<file path="config.mk">
export PLATFORM = sky130hd
export DESIGN_NAME = ssp_top
export DESIGN_NICKNAME = d
export VERILOG_FILES = /design/src/shared/ssp_pkg.sv /design/src/ssp_top.sv
export SDC_FILE = /design/constraint.sdc
export NUM_CORES = 1
export LEC_CHECK = 0
export BUFFER_PORTS_ARGS = -buffer_cell sky130_fd_sc_hd__clkbuf_2
export CORE_ASPECT_RATIO = 1.25
export CORE_MARGIN = 1.5
export CORE_UTILIZATION = 40
export CTS_CLUSTER_DIAMETER = 30
export CTS_CLUSTER_SIZE = 10
export DETAILED_ROUTE_END_ITERATION = 16
export GPL_ROUTABILITY_DRIVEN = 0
export PLACE_DENSITY = 0.71
export SLEW_MARGIN = 20
export SYNTH_ARGS = -nofsm -noshare
export SYNTH_HDL_FRONTEND = slang
export SYNTH_SLANG_ARGS = --single-unit
</file>
<file path="constraint.sdc">
create_clock -name aclk -period 2.75 [get_ports aclk]
set_input_delay 0.825 -clock aclk [delete_from_list [all_inputs] [get_ports aclk]]
set_output_delay 0.825 -clock aclk [all_outputs]
set_load 0.005 [all_outputs]
</file>
<file path="src/shared/ssp_pkg.sv">
// Constants, register map and carrier types of the synchronous serial port
//
// Operation
// - Master drives the shift clock, outputs on one edge, samples on other.
// - Master sends on controller-out pin, samples controller-in pin.
// - Master write of shift data starts a transfer, MSB first, shifting in.
// - After the last bit the shift register is copied into receive buffer.
// - Receive data shifts in MSB first, lands right-justified in buffer.
// - Character done sets done flag, loads buffer, raises enabled request.
// - Slave sends on controller-in pin, receives on controller-out pin.
// - Slave waits for external clock edges, shifting data out and in.
// - Transmit disabled puts serial data output in high impedance.
// - Three-bit length field; bit counter detects complete character.
// - Buffer upper bits keep earlier shifted bits, never cleared.
// - Done flag clears on buffer read, low power, soft reset, reset.
// - Enable only masks request; flag still set reasserts request.
// - Priority select zero gives level 1 request, one gives level 2.
// - Character done before buffer read overwrites buffer and sets overrun.
// - Edge polarity bit selects rising or falling active edge.
// - Master bit rate is system clock over two times two to the b.
// - Reset gives slave, no transmit, falling latch, 1-bit, no irq, 00h.
// - Polarity 0 idles low, drives rising; 1 idles high, drives falling.
// - Soft reset clears flags, keeps config, idles clock, drops pending char.
// - Overrun clears on buffer read, soft reset or system reset.
// - Length field value plus one gives character length.
package ssp_pkg;

  // Register byte addresses (one aligned word each)
  localparam logic [5:0] ADDR_CFG  = 6'h00;
  localparam logic [5:0] ADDR_CTL  = 6'h04;
  localparam logic [5:0] ADDR_BUF  = 6'h1c;
  localparam logic [5:0] ADDR_DAT  = 6'h24;
  localparam logic [5:0] ADDR_PRI  = 6'h3c;
  localparam logic [5:0] ADDR_PWR  = 6'h30;

  // Configuration register fields
  localparam int CFG_SRST  = 7;
  localparam int CFG_POL   = 6;
  localparam int CFG_RATE  = 3;
  localparam int CFG_LEN   = 0;
  // Control register fields
  localparam int CTL_OVR   = 7;
  localparam int CTL_DONE  = 6;
  localparam int CTL_MSTR  = 2;
  localparam int CTL_TXEN  = 1;
  localparam int CTL_IEN   = 0;
  // Priority register field
  localparam int PRI_LVL   = 6;

  // Reset values
  localparam logic [7:0] CFG_RST = 8'h00;
  localparam logic [2:0] CTL_RST = 3'h0;
  localparam logic [7:0] DAT_RST = 8'h00;
  localparam logic [7:0] BUF_RST = 8'h00;

  // AXI responses
  localparam logic [1:0] RESP_OKAY   = 2'h0;
  localparam logic [1:0] RESP_SLVERR = 2'h2;

  // Timing
  localparam int SYS_CLK_HZ = 40000000;
  localparam int PRESC_W    = 8;

  // Master sequencer states
  typedef enum logic [1:0] {
    SSP_IDLE  = 2'b00,
    SSP_SHIFT = 2'b01,
    SSP_DONE  = 2'b10
  } ssp_state_t;

  // Configuration carrier
  typedef struct packed {
    logic       srst;
    logic       pol;
    logic [2:0] rate;
    logic [2:0] len;
  } ssp_cfg_t;

  // Serial pin bundle driven by the port
  typedef struct packed {
    logic clk_o;
    logic clk_oe;
    logic data_o;
    logic picd_oe;
    logic poci_oe;
  } ssp_pins_t;

endpackage : ssp_pkg

</file>
<file path="src/ssp_top.sv">
// Synchronous serial master/slave port with AXI4-Lite register slave
//
// Chosen here: the AXI4-Lite slave port and the register offsets.
module ssp_top (
  // Clock and reset
  input  wire logic        aclk,
  input  wire logic        aresetn,
  // AXI4-Lite write address
  input  wire logic [5:0]  s_axi_awaddr,
  input  wire logic        s_axi_awvalid,
  output logic             s_axi_awready,
  // AXI4-Lite write data
  input  wire logic [31:0] s_axi_wdata,
  input  wire logic [3:0]  s_axi_wstrb,
  input  wire logic        s_axi_wvalid,
  output logic             s_axi_wready,
  // AXI4-Lite write response
  output logic [1:0]       s_axi_bresp,
  output logic             s_axi_bvalid,
  input  wire logic        s_axi_bready,
  // AXI4-Lite read address
  input  wire logic [5:0]  s_axi_araddr,
  input  wire logic        s_axi_arvalid,
  output logic             s_axi_arready,
  // AXI4-Lite read data
  output logic [31:0]      s_axi_rdata,
  output logic [1:0]       s_axi_rresp,
  output logic             s_axi_rvalid,
  input  wire logic        s_axi_rready,
  // Serial clock pin
  input  wire logic        serial_clock_pin_i,
  output logic             serial_clock_pin_o,
  output logic             serial_clock_pin_oe,
  // Controller-out data pin
  input  wire logic        peripheral_in_controller_out_pin_i,
  output logic             peripheral_in_controller_out_pin_o,
  output logic             peripheral_in_controller_out_pin_oe,
  // Controller-in data pin
  input  wire logic        peripheral_out_controller_in_pin_i,
  output logic             peripheral_out_controller_in_pin_o,
  output logic             peripheral_out_controller_in_pin_oe,
  // Interrupt requests and power state
  input  wire logic        low_power_entry,
  output logic             irq_level1,
  output logic             irq_level2
);

  ////////////////////////////////////////////////////////////////////////////
  // Register state
  ssp_pkg::ssp_cfg_t   cfg_r;
  logic                mstr_r;
  logic                txen_r;
  logic                ien_r;
  logic                lvl_r;
  logic                done_r;
  logic                ovr_r;
  logic [7:0]          dat_r;
  logic [7:0]          buf_r;
  ssp_pkg::ssp_state_t state_r;
  ssp_pkg::ssp_state_t state_nxt;
  logic [2:0]          bitcnt_r;
  logic                sclk_r;
  logic                half_r;
  logic [7:0]          presc_r;
  logic                sync1_r;
  logic                sync2_r;
  logic                sync3_r;
  logic                outbit_r;

  ////////////////////////////////////////////////////////////////////////////
  // AXI4-Lite handshake state
  logic                aw_held_r;
  logic [5:0]          aw_addr_r;
  logic                w_held_r;
  logic [31:0]         w_data_r;
  logic [3:0]          w_strb_r;

  // Address and data capture, either order; response after both
  // A taken channel waits for the response
  wire aw_take = s_axi_awvalid && s_axi_awready;
  wire w_take  = s_axi_wvalid && s_axi_wready;
  assign s_axi_awready = !aw_held_r && !s_axi_bvalid;
  assign s_axi_wready  = !w_held_r && !s_axi_bvalid;
  wire wr_fire = aw_held_r && w_held_r && !s_axi_bvalid;
  wire ar_take = s_axi_arvalid && s_axi_arready;
  assign s_axi_arready = !s_axi_rvalid;

  // Write decode
  wire wr_lane0 = wr_fire && w_strb_r[0];
  wire wr_cfg   = wr_lane0 && (aw_addr_r == ssp_pkg::ADDR_CFG);
  wire wr_ctl   = wr_lane0 && (aw_addr_r == ssp_pkg::ADDR_CTL);
  wire wr_dat   = wr_lane0 && (aw_addr_r == ssp_pkg::ADDR_DAT);
  wire wr_pri   = wr_lane0 && (aw_addr_r == ssp_pkg::ADDR_PRI);
  wire wr_known = (aw_addr_r == ssp_pkg::ADDR_CFG) ||
                  (aw_addr_r == ssp_pkg::ADDR_CTL) ||
                  (aw_addr_r == ssp_pkg::ADDR_DAT) ||
                  (aw_addr_r == ssp_pkg::ADDR_PRI) ||
                  (aw_addr_r == ssp_pkg::ADDR_PWR) ||
                  (aw_addr_r == ssp_pkg::ADDR_BUF);

  // Read decode; a buffer read clears both flags
  wire rd_buf   = ar_take && (s_axi_araddr == ssp_pkg::ADDR_BUF);
  wire rd_known = (s_axi_araddr == ssp_pkg::ADDR_CFG) ||
                  (s_axi_araddr == ssp_pkg::ADDR_CTL) ||
                  (s_axi_araddr == ssp_pkg::ADDR_BUF) ||
                  (s_axi_araddr == ssp_pkg::ADDR_DAT) ||
                  (s_axi_araddr == ssp_pkg::ADDR_PRI) ||
                  (s_axi_araddr == ssp_pkg::ADDR_PWR);
  wire [7:0] ctl_view = {ovr_r, done_r, 3'h0, mstr_r, txen_r, ien_r};
  wire [7:0] rd_byte  =
    (s_axi_araddr == ssp_pkg::ADDR_CFG) ? cfg_r :
    (s_axi_araddr == ssp_pkg::ADDR_CTL) ? ctl_view :
    (s_axi_araddr == ssp_pkg::ADDR_BUF) ? buf_r :
    (s_axi_araddr == ssp_pkg::ADDR_DAT) ? dat_r :
    (s_axi_araddr == ssp_pkg::ADDR_PRI) ? {1'b0, lvl_r, 6'h00} : 8'h00;

  // Write channel holding registers and response
  always_ff @(posedge aclk) begin
    if (!aresetn) begin
      aw_held_r    <= 1'b0;
      w_held_r     <= 1'b0;
      aw_addr_r    <= 6'h00;
      w_data_r     <= 32'h0000_0000;
      w_strb_r     <= 4'h0;
      s_axi_bvalid <= 1'b0;
      s_axi_bresp  <= ssp_pkg::RESP_OKAY;
    end else begin
      if (aw_take) begin
        aw_held_r <= 1'b1;
        aw_addr_r <= {s_axi_awaddr[5:2], 2'b00};
      end
      if (w_take) begin
        w_held_r <= 1'b1;
        w_data_r <= s_axi_wdata;
        w_strb_r <= s_axi_wstrb;
      end
      if (wr_fire) begin
        aw_held_r    <= 1'b0;
        w_held_r     <= 1'b0;
        s_axi_bvalid <= 1'b1;
        s_axi_bresp  <= wr_known ? ssp_pkg::RESP_OKAY : ssp_pkg::RESP_SLVERR;
      end else if (s_axi_bvalid && s_axi_bready) begin
        s_axi_bvalid <= 1'b0;
      end
    end
  end

  // Read channel
  // Only a buffer read has a side effect
  always_ff @(posedge aclk) begin
    if (!aresetn) begin
      s_axi_rvalid <= 1'b0;
      s_axi_rdata  <= 32'h0000_0000;
      s_axi_rresp  <= ssp_pkg::RESP_OKAY;
    end else if (ar_take) begin
      s_axi_rvalid <= 1'b1;
      s_axi_rdata  <= {24'h000000, rd_byte};
      s_axi_rresp  <= rd_known ? ssp_pkg::RESP_OKAY : ssp_pkg::RESP_SLVERR;
    end else if (s_axi_rvalid && s_axi_rready) begin
      s_axi_rvalid <= 1'b0;
    end
  end

  ////////////////////////////////////////////////////////////////////////////
  // Configuration registers
  wire low_power = low_power_entry ||
                   (wr_lane0 && (aw_addr_r == ssp_pkg::ADDR_PWR));

  // Software-held fields; reset gives slave, silent, falling latch, 1 bit
  // Software should change fields under soft reset
  always_ff @(posedge aclk) begin
    if (!aresetn) begin
      cfg_r  <= ssp_pkg::CFG_RST;
      mstr_r <= 1'b0;
      txen_r <= 1'b0;
      ien_r  <= 1'b0;
      lvl_r  <= 1'b0;
    end else begin
      if (wr_cfg) begin
        cfg_r <= w_data_r[7:0];
      end
      if (wr_ctl) begin
        mstr_r <= w_data_r[ssp_pkg::CTL_MSTR];
        txen_r <= w_data_r[ssp_pkg::CTL_TXEN];
        ien_r  <= w_data_r[ssp_pkg::CTL_IEN];
      end
      if (wr_pri) begin
        lvl_r <= w_data_r[ssp_pkg::PRI_LVL];
      end
    end
  end

  ////////////////////////////////////////////////////////////////////////////
  // Prescaler and master clock timing
  wire [7:0] presc_mask = 8'((9'h001 << cfg_r.rate) - 9'h001);
  wire       half_tick  = ((presc_r & presc_mask) == presc_mask);

  // Free-running prescaler; each tap gives a half bit period
  // Never restarted, so the first half period of a
  // character may be short; later ones are exact
  always_ff @(posedge aclk) begin
    if (!aresetn) begin
      presc_r <= 8'h00;
    end else begin
      presc_r <= presc_r + 8'h01;
    end
  end

  ////////////////////////////////////////////////////////////////////////////
  // Slave clock synchroniser and edge detection
  // Third flop only keeps the old level for the compare;
  // edges show two clocks late, so the far clock
  // must stay at or below an eighth of the system clock
  always_ff @(posedge aclk) begin
    if (!aresetn) begin
      sync1_r <= 1'b0;
      sync2_r <= 1'b0;
      sync3_r <= 1'b0;
    end else begin
      sync1_r <= serial_clock_pin_i;
      sync2_r <= sync1_r;
      sync3_r <= sync2_r;
    end
  end

  // Drive edge leaves idle level; sample edge returns to it
  // Flops reset low, the idle level after reset
  wire s_edge     = sync2_r != sync3_r;
  wire s_to_idle  = s_edge && (sync2_r == cfg_r.pol);
  wire s_from_idl = s_edge && (sync2_r != cfg_r.pol);

  ////////////////////////////////////////////////////////////////////////////
  // Shift sequencing
  wire run     = !cfg_r.srst;
  wire in_bit  = mstr_r ? peripheral_out_controller_in_pin_i
                        : peripheral_in_controller_out_pin_i;
  wire m_drive = mstr_r && (state_r == ssp_pkg::SSP_SHIFT) && half_tick &&
                 !half_r;
  wire m_samp  = mstr_r && (state_r == ssp_pkg::SSP_SHIFT) && half_tick &&
                 half_r;
  wire sl_samp = !mstr_r && run && s_to_idle;
  wire sl_drv  = !mstr_r && run && s_from_idl;
  wire samp    = m_samp || sl_samp;
  wire last    = bitcnt_r == cfg_r.len;
  wire char_end = samp && last;
  wire [7:0] shifted = {dat_r[6:0], in_bit};

  // Next state for the master sequencer
  // Soft reset or slave mode drops a character in flight
  always_comb begin
    state_nxt = state_r;
    case (state_r)
      ssp_pkg::SSP_IDLE: begin
        if (wr_dat && mstr_r && run) begin
          state_nxt = ssp_pkg::SSP_SHIFT;
        end
      end
      ssp_pkg::SSP_SHIFT: begin
        if (char_end) begin
          state_nxt = ssp_pkg::SSP_DONE;
        end
      end
      ssp_pkg::SSP_DONE: begin
        state_nxt = ssp_pkg::SSP_IDLE;
      end
      default: begin
        state_nxt = ssp_pkg::SSP_IDLE;
      end
    endcase
    if (!run || !mstr_r) begin
      state_nxt = ssp_pkg::SSP_IDLE;
    end
  end

  // Sequencer, bit counter and master clock level
  // A master-mode data write restarts the count, so writing during a
  // transfer corrupts that character
  always_ff @(posedge aclk) begin
    if (!aresetn) begin
      state_r  <= ssp_pkg::SSP_IDLE;
      bitcnt_r <= 3'h0;
      half_r   <= 1'b0;
      sclk_r   <= 1'b0;
    end else begin
      state_r <= state_nxt;
      if (!run || state_r != ssp_pkg::SSP_SHIFT) begin
        half_r <= 1'b0;
        sclk_r <= 1'b0;
      end else if (half_tick) begin
        half_r <= !half_r;
        sclk_r <= !sclk_r;
      end
      if (!run || (wr_dat && mstr_r) || char_end) begin
        bitcnt_r <= 3'h0;
      end else if (samp) begin
        bitcnt_r <= bitcnt_r + 3'h1;
      end
    end
  end

  // Output bit and receive sample; data register shifts on sample edge
  // First bit shows at the data write, before any edge
  always_ff @(posedge aclk) begin
    if (!aresetn) begin
      dat_r    <= ssp_pkg::DAT_RST;
      outbit_r <= 1'b0;
    end else begin
      if (wr_dat) begin
        dat_r    <= w_data_r[7:0];
        outbit_r <= w_data_r[7];
      end else if (samp) begin
        dat_r <= shifted;
      end else if (m_drive || sl_drv) begin
        outbit_r <= dat_r[7];
      end
    end
  end

  ////////////////////////////////////////////////////////////////////////////
  // Receive buffer and flags
  // Low-power entry clears done only, not overrun
  wire srst_wr  = wr_cfg && w_data_r[ssp_pkg::CFG_SRST];
  wire clr_done = rd_buf || low_power || srst_wr || cfg_r.srst;
  wire clr_ovr  = rd_buf || srst_wr || cfg_r.srst;

  // Buffer takes full shift contents so older bits sit above the new ones
  always_ff @(posedge aclk) begin
    if (!aresetn) begin
      buf_r  <= ssp_pkg::BUF_RST;
      done_r <= 1'b0;
      ovr_r  <= 1'b0;
    end else begin
      if (char_end) begin
        buf_r <= {dat_r[6:0], in_bit};
      end
      // A character ending in a clearing cycle still sets, unless soft reset is held
      if (char_end && !cfg_r.srst) begin
        done_r <= 1'b1;
        ovr_r  <= ovr_r || done_r;
      end else begin
        if (clr_done) begin
          done_r <= 1'b0;
        end
        if (clr_ovr) begin
          ovr_r <= 1'b0;
        end
      end
    end
  end

  ////////////////////////////////////////////////////////////////////////////
  // Interrupt request level select; enable masks only
  // Enable leaves the flag alone; unmasking re-raises it
  wire irq_req = done_r && ien_r;
  assign irq_level1 = irq_req && !lvl_r;
  assign irq_level2 = irq_req && lvl_r;

  ////////////////////////////////////////////////////////////////////////////
  // Pin drive via one carrier; polarity sets idle level
  ssp_pkg::ssp_pins_t pins;
  assign pins = {sclk_r ^ cfg_r.pol,
                 mstr_r,
                 outbit_r,
                 mstr_r && txen_r,
                 !mstr_r && txen_r};
  assign serial_clock_pin_o  = pins.clk_o;
  assign serial_clock_pin_oe = pins.clk_oe;
  assign peripheral_in_controller_out_pin_o   = pins.data_o;
  assign peripheral_in_controller_out_pin_oe  = pins.picd_oe;
  assign peripheral_out_controller_in_pin_o   = pins.data_o;
  assign peripheral_out_controller_in_pin_oe  = pins.poci_oe;

endmodule // ssp_top

</file>
==> results of run 1 <==
## worst max-delay path by stage
| stage | endpoint | cells after the start |
|---|---|---|
| floorplan | s_axi_rdata[0]$_SDFFE_PN0P_ | 6 |
| global placement | s_axi_rdata[7]$_SDFFE_PN0P_ | 7 |
| detailed placement | s_axi_rdata[7]$_SDFFE_PN0P_ | 7 |
| CTS | s_axi_rdata[7]$_SDFFE_PN0P_ | 7 |
| global route | s_axi_rdata[7]$_SDFFE_PN0P_ | 7 |
| finish | s_axi_rdata[7]$_SDFFE_PN0P_ | 7 |
## logic make-up after synthesis
logic type | synth area share (%)
compound gates | 16.2
flops | 39.7
mux | 9.62
fa+ha+maj | 0.661
other cells | 0.0991
simple gates | 22.0
xor+xnor | 2.55
buf+inv | 9.22
## per-stage QoR
stage | power, mW | instance area (um2)
6_report | 2.42 | 4320
5_1_grt | 2.52 | 4320
4_1_cts | 2.44 | 4320
3_5_place_dp | 1.36 | 4040
3_3_place_gp | 1.35 | 4040
2_1_floorplan | 1.32 | 3880
## placed cells by master (no fill, tap or decap), types with 3 or more instances in the layout
cell,instances
dfxtp_1,75
clkbuf_2,52
nand2_1,44
mux2i_1,33
nor2b_1,28
conb_1,26
a21oi_1,23
nor2_1,16
o21ai_0,15
and2_1,12
a21boi_0,12
inv_1,11
xnor2_1,9
clkbuf_16,9
nand3_1,7
buf_4,7
nand2b_1,6
o211a_1,5
a221oi_1,5
a211o_1,4
a21boi_1,4
o21ai_2,3
mux2_2,3
nand4_1,3
a222oi_1,3
## registers in the layout, summed over array words and instances, names as in the netlist, 2 cells and up
signal and flops:
cfg_r 8, buf_r 8, bitcnt_r 3, presc_r 7, w_data_r 8, dat_r 8
state_r 2, s_axi_rdata 8, aw_addr_r 4
## final cells by class
type	instances	area share, %
Multi-Input combinational cell	305	46.9
Sequential cell	75	34.7
Timing Repair Buffer	59	7.24
Clock buffer	12	5.93
Tap cell	123	3.56
Inverter	12	1.04
Clock inverter	4	0.579
## routing by layer
| layer | track usage (%) | up-vias | share of wire, % |
|---|---|---|---|
| li1 | - | 1476 | - |
| met1 | 20.2 | 1343 | 45 |
| met2 | 27.0 | 84 | 48 |
| met3 | 4.58 | 11 | 4.7 |
| met4 | 7.83 | 0 | 2.1 |
| met5 | 0 | - | 0 |
## worst reg2reg max path: cells and delay by family, from the launching register on
kind            cells  cell delay (ns)
compound gates      3             0.88
simple gates        3             0.57
flops               1             0.39
## power by group
| part | switching, mW | internal (mW) |
|---|---|---|
| clock | 0.435 | 0.656 |
| combinational | 0.0989 | 0.0808 |
| sequential | 0.0330 | 1.12 |
| total | 0.567 | 1.86 |
==> impl_metrics.env, run 1 <==
export IMPL_ys_seq_elements=75
export IMPL_timing_fmax_ghz=0.470
export IMPL_die_w_um=90.0
export IMPL_dp_slack_ns=0.266
export IMPL_io_pins=108
export IMPL_end_kind="flip-flop"
export IMPL_cts_hold_buf=0
export IMPL_drv_cap=0
export IMPL_clock_sinks=75
export IMPL_cp_common_cell="or2_4"
export IMPL_slew_viol_final=0
export IMPL_worstSetupPathType="in -> reg"
export IMPL_io_buffer_count=52
export IMPL_synth_async_reset_ratio_pct=0
export IMPL_synthTopCellsByArea="dfxtp_1 (40%), mux2i_1 (8.7%), buf_4 (5.8%)"
export IMPL_grt_max_degree=48
export IMPL_synth_common_cells="dfxtp_1 (75), nand2_1 (44), mux2i_1 (33), buf_4 (29), nor2b_1 (28)"
export IMPL_period_needed_ns=2.13
export IMPL_cts_setup_buffers=0
export IMPL_area_growth_pct=14.2
export IMPL_r2r_slack_ns=0.76
export IMPL_synth_area_mm2=0.00378
export IMPL_power_density_mw_per_mm2=560
export IMPL_ant_nets=0
export IMPL_setup_viol=0
export IMPL_drive_gt1_share_pct=21.0
export IMPL_overflow=0
export IMPL_hold_path_class="reg -> reg"
export IMPL_clk_insertion_delay_late_ns=0.33
export IMPL_synth_edf_count=0
export IMPL_antenna_cells=0
export IMPL_reg2regPathDepth=6
export IMPL_syn_area_per_cell_um2=9.16
export IMPL_multi_input_area_mm2=0.00203
export IMPL_irDropWorstVdd_v=0.000379
export IMPL_post_route_util_pct=47.1
export IMPL_finClkSkew_ns=0.00734
export IMPL_drtIter0Drc=108
export IMPL_rows=39
export IMPL_die_area_mm2=0.0101
export IMPL_cp_arrival_ns=2.40
export IMPL_status="completed"
export IMPL_path_delay_family="simple AND/OR/NAND/NOR gates"
export IMPL_fin_ws_ns=0.621
export IMPL_htree_levels=3
export IMPL_fin_tns_setup_ns=0
export IMPL_core_area_mm2=0.00917
export IMPL_path_buf_inv=1
export IMPL_leakage_nw=1.85
export IMPL_die_h_um=112
export IMPL_r2r_start="cfg_r[6]$_SDFFE_PN0P_"
export IMPL_max_slew_margin_rel_pct=51.7
export IMPL_fin_crit_sh_pct=77.4
export IMPL_clockBufferDepth=2
export IMPL_grt_setup_unrepaired="false"
export IMPL_cts_buffers_inserted=9
export IMPL_synth_distinct_cells=61
export IMPL_grt_first_pass_wirelength_mm=13.2
export IMPL_startpoint="s_axi_araddr[1]"
export IMPL_cp_max_fo=9
export IMPL_synth_top_area_share_pct=39.7
export IMPL_ys_warn_count=0
export IMPL_yosys_area_top_type="dfxtp_1"
export IMPL_post_cts_resized=0
export IMPL_drc=0
export IMPL_critPathRequiredTime_ns=3.02
export IMPL_regArea_mm2=0.00150
export IMPL_yosysMostFrequentCell="dfxtp_1"
export IMPL_hp_start="state_r[1]$_SDFFE_PP0P_"
export IMPL_worst_pin_slew_ns=0.725
export IMPL_cts_tree="yes"
export IMPL_n_fill_cell=896
export IMPL_num_vias=2914
export IMPL_nets=523
export IMPL_dr_pass1_iters=4
export IMPL_wirelength_mm=7.79
export IMPL_ys_seq_area_share_pct=39.7
export IMPL_min_delay_path_depth=1
export IMPL_clk_pin_slew_worst_paths_ns=0.06
export IMPL_cpPeakStageDelay_ns=0.39
export IMPL_hold_viol_final=0
export IMPL_routed_via_density=4.94
export IMPL_cp_slowest_cell="nor3_4"
export IMPL_cp_cell_sequence="clkbuf_2 > or2_4 > or2_4 > nor3_4 > a221oi_1 > a211o_1 > a21boi_1"
export IMPL_dp_cells=574
export IMPL_antenna_found_initial=0
export IMPL_synth_ff_type="dfxtp_1"
export IMPL_root_buffer="clkbuf_16"
export IMPL_fin_cells=590
export IMPL_track_usage_pct=16.6
export IMPL_timing_rr_end="ovr_r$_SDFFE_PN0P_"
export IMPL_netlist_instances=413
export IMPL_initial_core_util_pct=41.3
export IMPL_min_to="state_r[0]$_SDFFE_PP0P_"
export IMPL_hold_ws_ns=0.420
export IMPL_wire_per_inst_um=13.2
export IMPL_first_global_vias=2792
export IMPL_place_hpwl_mm=5.72
export IMPL_critPathLaunchType="primary input"
Note: power is estimated with default switching activity, not from simulation.
==> run 2, diff against run 1 <==
--- a/config.mk
+++ b/config.mk
@@ -5,6 +5,7 @@
 export SDC_FILE = /design/constraint.sdc
 export NUM_CORES = 1
 export LEC_CHECK = 0
+export ABC_AREA = 1
 export BUFFER_PORTS_ARGS = -buffer_cell sky130_fd_sc_hd__clkbuf_2
 export CORE_ASPECT_RATIO = 1.25
 export CORE_MARGIN = 1.5
@@ -13,7 +14,7 @@
 export CTS_CLUSTER_SIZE = 10
 export DETAILED_ROUTE_END_ITERATION = 16
 export GPL_ROUTABILITY_DRIVEN = 0
-export PLACE_DENSITY = 0.71
+export PLACE_DENSITY = 0.74
 export SLEW_MARGIN = 20
 export SYNTH_ARGS = -nofsm -noshare
 export SYNTH_HDL_FRONTEND = slang
==> constraint.sdc (replaced) <==
create_clock -name aclk -period 1.9 [get_ports aclk]
set_input_delay 0.57 -clock aclk [delete_from_list [all_inputs] [get_ports aclk]]
set_output_delay 0.57 -clock aclk [all_outputs]
set_load 0.005 [all_outputs]
==> run 2 against run 1 <==
Power increased by 32%; clock power up 6%; cell count grew 18%; largest power group unchanged; non-clock buffer count increased by 12; critical path type is now reg -> out; combinational power up 92%; synthesized cell count rose by 21%.
==> impl_metrics.env, run 2 <==
export IMPL_clock_sinks=75
export IMPL_drive_gt1_share_pct=18.8
export IMPL_cts_tree="yes"
export IMPL_fin_area_mm2=0.00421
export IMPL_grt_first_pass_wirelength_mm=13.6
export IMPL_die_area_mm2=0.00966
export IMPL_final_cell_mix="nand2_1 (87), dfxtp_1 (75), nor2_1 (70)"
export IMPL_antenna_cells=0
export IMPL_yosysMostFrequentCell="nand2_1"
export IMPL_core_area_mm2=0.00875
export IMPL_netlist_instances=501
export IMPL_synth_edf_count=0
export IMPL_synth_area_mm2=0.00363
export IMPL_cp_slowest_cell="dfxtp_1"
export IMPL_initial_core_util_pct=41.5
export IMPL_io_pins=108
export IMPL_status="completed"
export IMPL_dr_pass1_iters=4
export IMPL_critPathLaunchType="flip-flop"
export IMPL_die_w_um=88.2
export IMPL_min_delay_path_depth=3
export IMPL_setup_viol=0
export IMPL_hold_path_class="in -> reg"
export IMPL_ant_nets=0
export IMPL_clk_pin_slew_worst_paths_ns=0.08
export IMPL_post_cts_resized=0
export IMPL_timing_fmax_ghz=0.582
export IMPL_rows=38
export IMPL_cp_max_fo=4
export IMPL_wire_per_inst_um=12.0
export IMPL_dp_slack_ns=0.0977
export IMPL_ys_seq_elements=75
export IMPL_n_fill_cell=929
export IMPL_hold_viol_final=0
export IMPL_synth_common_cells="nand2_1 (87), dfxtp_1 (75), nor2_1 (70), a21oi_1 (50), inv_1 (48)"
export IMPL_power_density_mw_per_mm2=759
export IMPL_overflow=0
export IMPL_drtIter0Drc=205
export IMPL_synth_async_reset_ratio_pct=0
export IMPL_track_usage_pct=18.4
export IMPL_fin_tns_setup_ns=0
export IMPL_cts_hold_buf=0
export IMPL_root_buffer="clkbuf_8"
export IMPL_cts_setup_buffers=0
export IMPL_dpl_cell_area_mm2=0.00402
export IMPL_synth_distinct_cells=41
export IMPL_place_hpwl_mm=6.41
export IMPL_cts_buffers_inserted=9
export IMPL_r2r_start="w_held_r$_SDFFE_PP0P_"
export IMPL_fin_crit_sh_pct=90.5
export IMPL_io_buffer_count=52
export IMPL_synth_top_area_share_pct=41.4
export IMPL_syn_area_per_cell_um2=7.25
export IMPL_cp_cell_sequence="inv_1 > nor3_1 > clkbuf_2"
export IMPL_ys_warn_count=0
export IMPL_hp_start="serial_clock_pin_i"
export IMPL_clockBufferDepth=2
export IMPL_routed_via_density=4.76
export IMPL_wirelength_mm=8.33
export IMPL_grt_setup_unrepaired="false"
export IMPL_timing_rr_end="cfg_r[3]$_SDFFE_PN0P_"
export IMPL_clk_insertion_delay_late_ns=0.35
export IMPL_yosys_area_top_type="dfxtp_1"
export IMPL_dp_cells=678
export IMPL_area_growth_pct=15.9
export IMPL_ys_seq_area_share_pct=41.4
export IMPL_cp_arrival_ns=1.15
export IMPL_drv_cap=0
export IMPL_die_h_um=110
export IMPL_num_vias=3305
export IMPL_leakage_nw=1.85
export IMPL_nets=630
export IMPL_slew_viol_final=0
export IMPL_min_to="sync1_r$_SDFF_PN0_"
export IMPL_worstSetupPathType="reg -> out"
export IMPL_synthTopCellsByArea="dfxtp_1 (41%), nand2_1 (9.0%), nor2_1 (7.2%)"
export IMPL_irDropWorstVdd_v=0.000410
export IMPL_fin_ws_ns=0.181
export IMPL_finClkSkew_ns=0.0114
export IMPL_final_common_cell="nand2_1"
export IMPL_reg2regPathDepth=7
export IMPL_fin_cells=694
export IMPL_cpPeakStageDelay_ns=0.39
export IMPL_synth_ff_type="dfxtp_1"
export IMPL_end_kind="output pin"
export IMPL_antenna_found_initial=0
export IMPL_drc=0
export IMPL_r2r_slack_ns=0.29
export IMPL_htree_levels=3
export IMPL_finalPower_mw=3.19
export IMPL_first_global_vias=3040
export IMPL_critPathRequiredTime_ns=1.33
export IMPL_period_needed_ns=1.72
export IMPL_grt_max_degree=23
run 2: cell types whose count changed after synthesis, sizes merged, moves of 8 or more:
cell,delta
nand2,+49
nand3,+14
and2,-12
nand4,+8
nor2,+58
nor2b,-28
a21oi,+27
inv,+39
a21boi,-15
mux2i,-32
o21ai,+31
run 2: report_power, final:
part | internal, mW | total, mW | switching [mW]
clock network | 0.582 | 1.16 | 0.573
registers | 1.64 | 1.69 | 0.0527
logic | 0.131 | 0.346 | 0.215
total | 2.35 | 3.19 | 0.840
run 2: layout make-up:
type / count / area, um2 / share of cell area (%)
multi-input cells: 360 / 1770 / 42.0
repair buffers: 71 / 403 / 9.57
inverters: 52 / 195 / 4.64
clock inverters: 3 / 21.3 / 0.506
flip-flops and latches: 75 / 1500 / 35.7
clock buffers: 13 / 169 / 4.01
well taps: 120 / 150 / 3.57
run 2: how the worst max path moves through the flow:
stage	start	to	slack (ns)	depth (start not counted)
CTS	cfg_r[6]$_SDFFE_PN0P_	serial_clock_pin_o	0.14	3
floorplan	s_axi_araddr[1]	done_r$_SDFFE_PN0P_	0.32	7
finish	done_r$_SDFFE_PN0P_	irq_level1	0.18	3
global route	w_held_r$_SDFFE_PP0P_	cfg_r[5]$_SDFFE_PN0P_	0.07	7
detailed placement	s_axi_araddr[1]	s_axi_rdata[7]$_SDFFE_PN0P_	0.1	11
global placement	s_axi_araddr[1]	s_axi_rdata[7]$_SDFFE_PN0P_	0.13	11
run 2: kinds of logic after synthesis:
family,count (synthesis),share of synthesized area (%)
other,1,0.103
xor gates and xnor gates,7,1.69
adders and majority gates,2,0.689
AOI/OAI and AO/OA,114,16.9
DFF,75,41.4
muxes,1,0.276
and+or+nand+nor,210,26.5
buffers and inverters,91,12.5
run 2: metal layers:
| layer | global-route usage (%) | vias up | wire length (um) |
|---|---|---|---|
| met5 | 0 | - | 0 |
| met4 | 9.15 | 0 | 238 |
| met3 | 3.15 | 17 | 338 |
| met2 | 31.1 | 101 | 3890 |
| met1 | 22.4 | 1467 | 3850 |
| li1 | - | 1720 | - |
run 2: worst max-delay path: cells and delay by family, from the launching register on:
family	cells	cell delay [ns]
and+or+nand+nor	1	0.19
buffers and inverters	2	0.22
DFF	1	0.39
run 2: per-stage QoR:
step,utilization [%],hold slack (ns)
2_1_floorplan,-,0.390
3_3_place_gp,45.9,0.410
3_5_place_dp,45.9,0.409
4_1_cts,48.1,0.401
5_1_grt,48.1,0.426
6_report,48.1,0.411
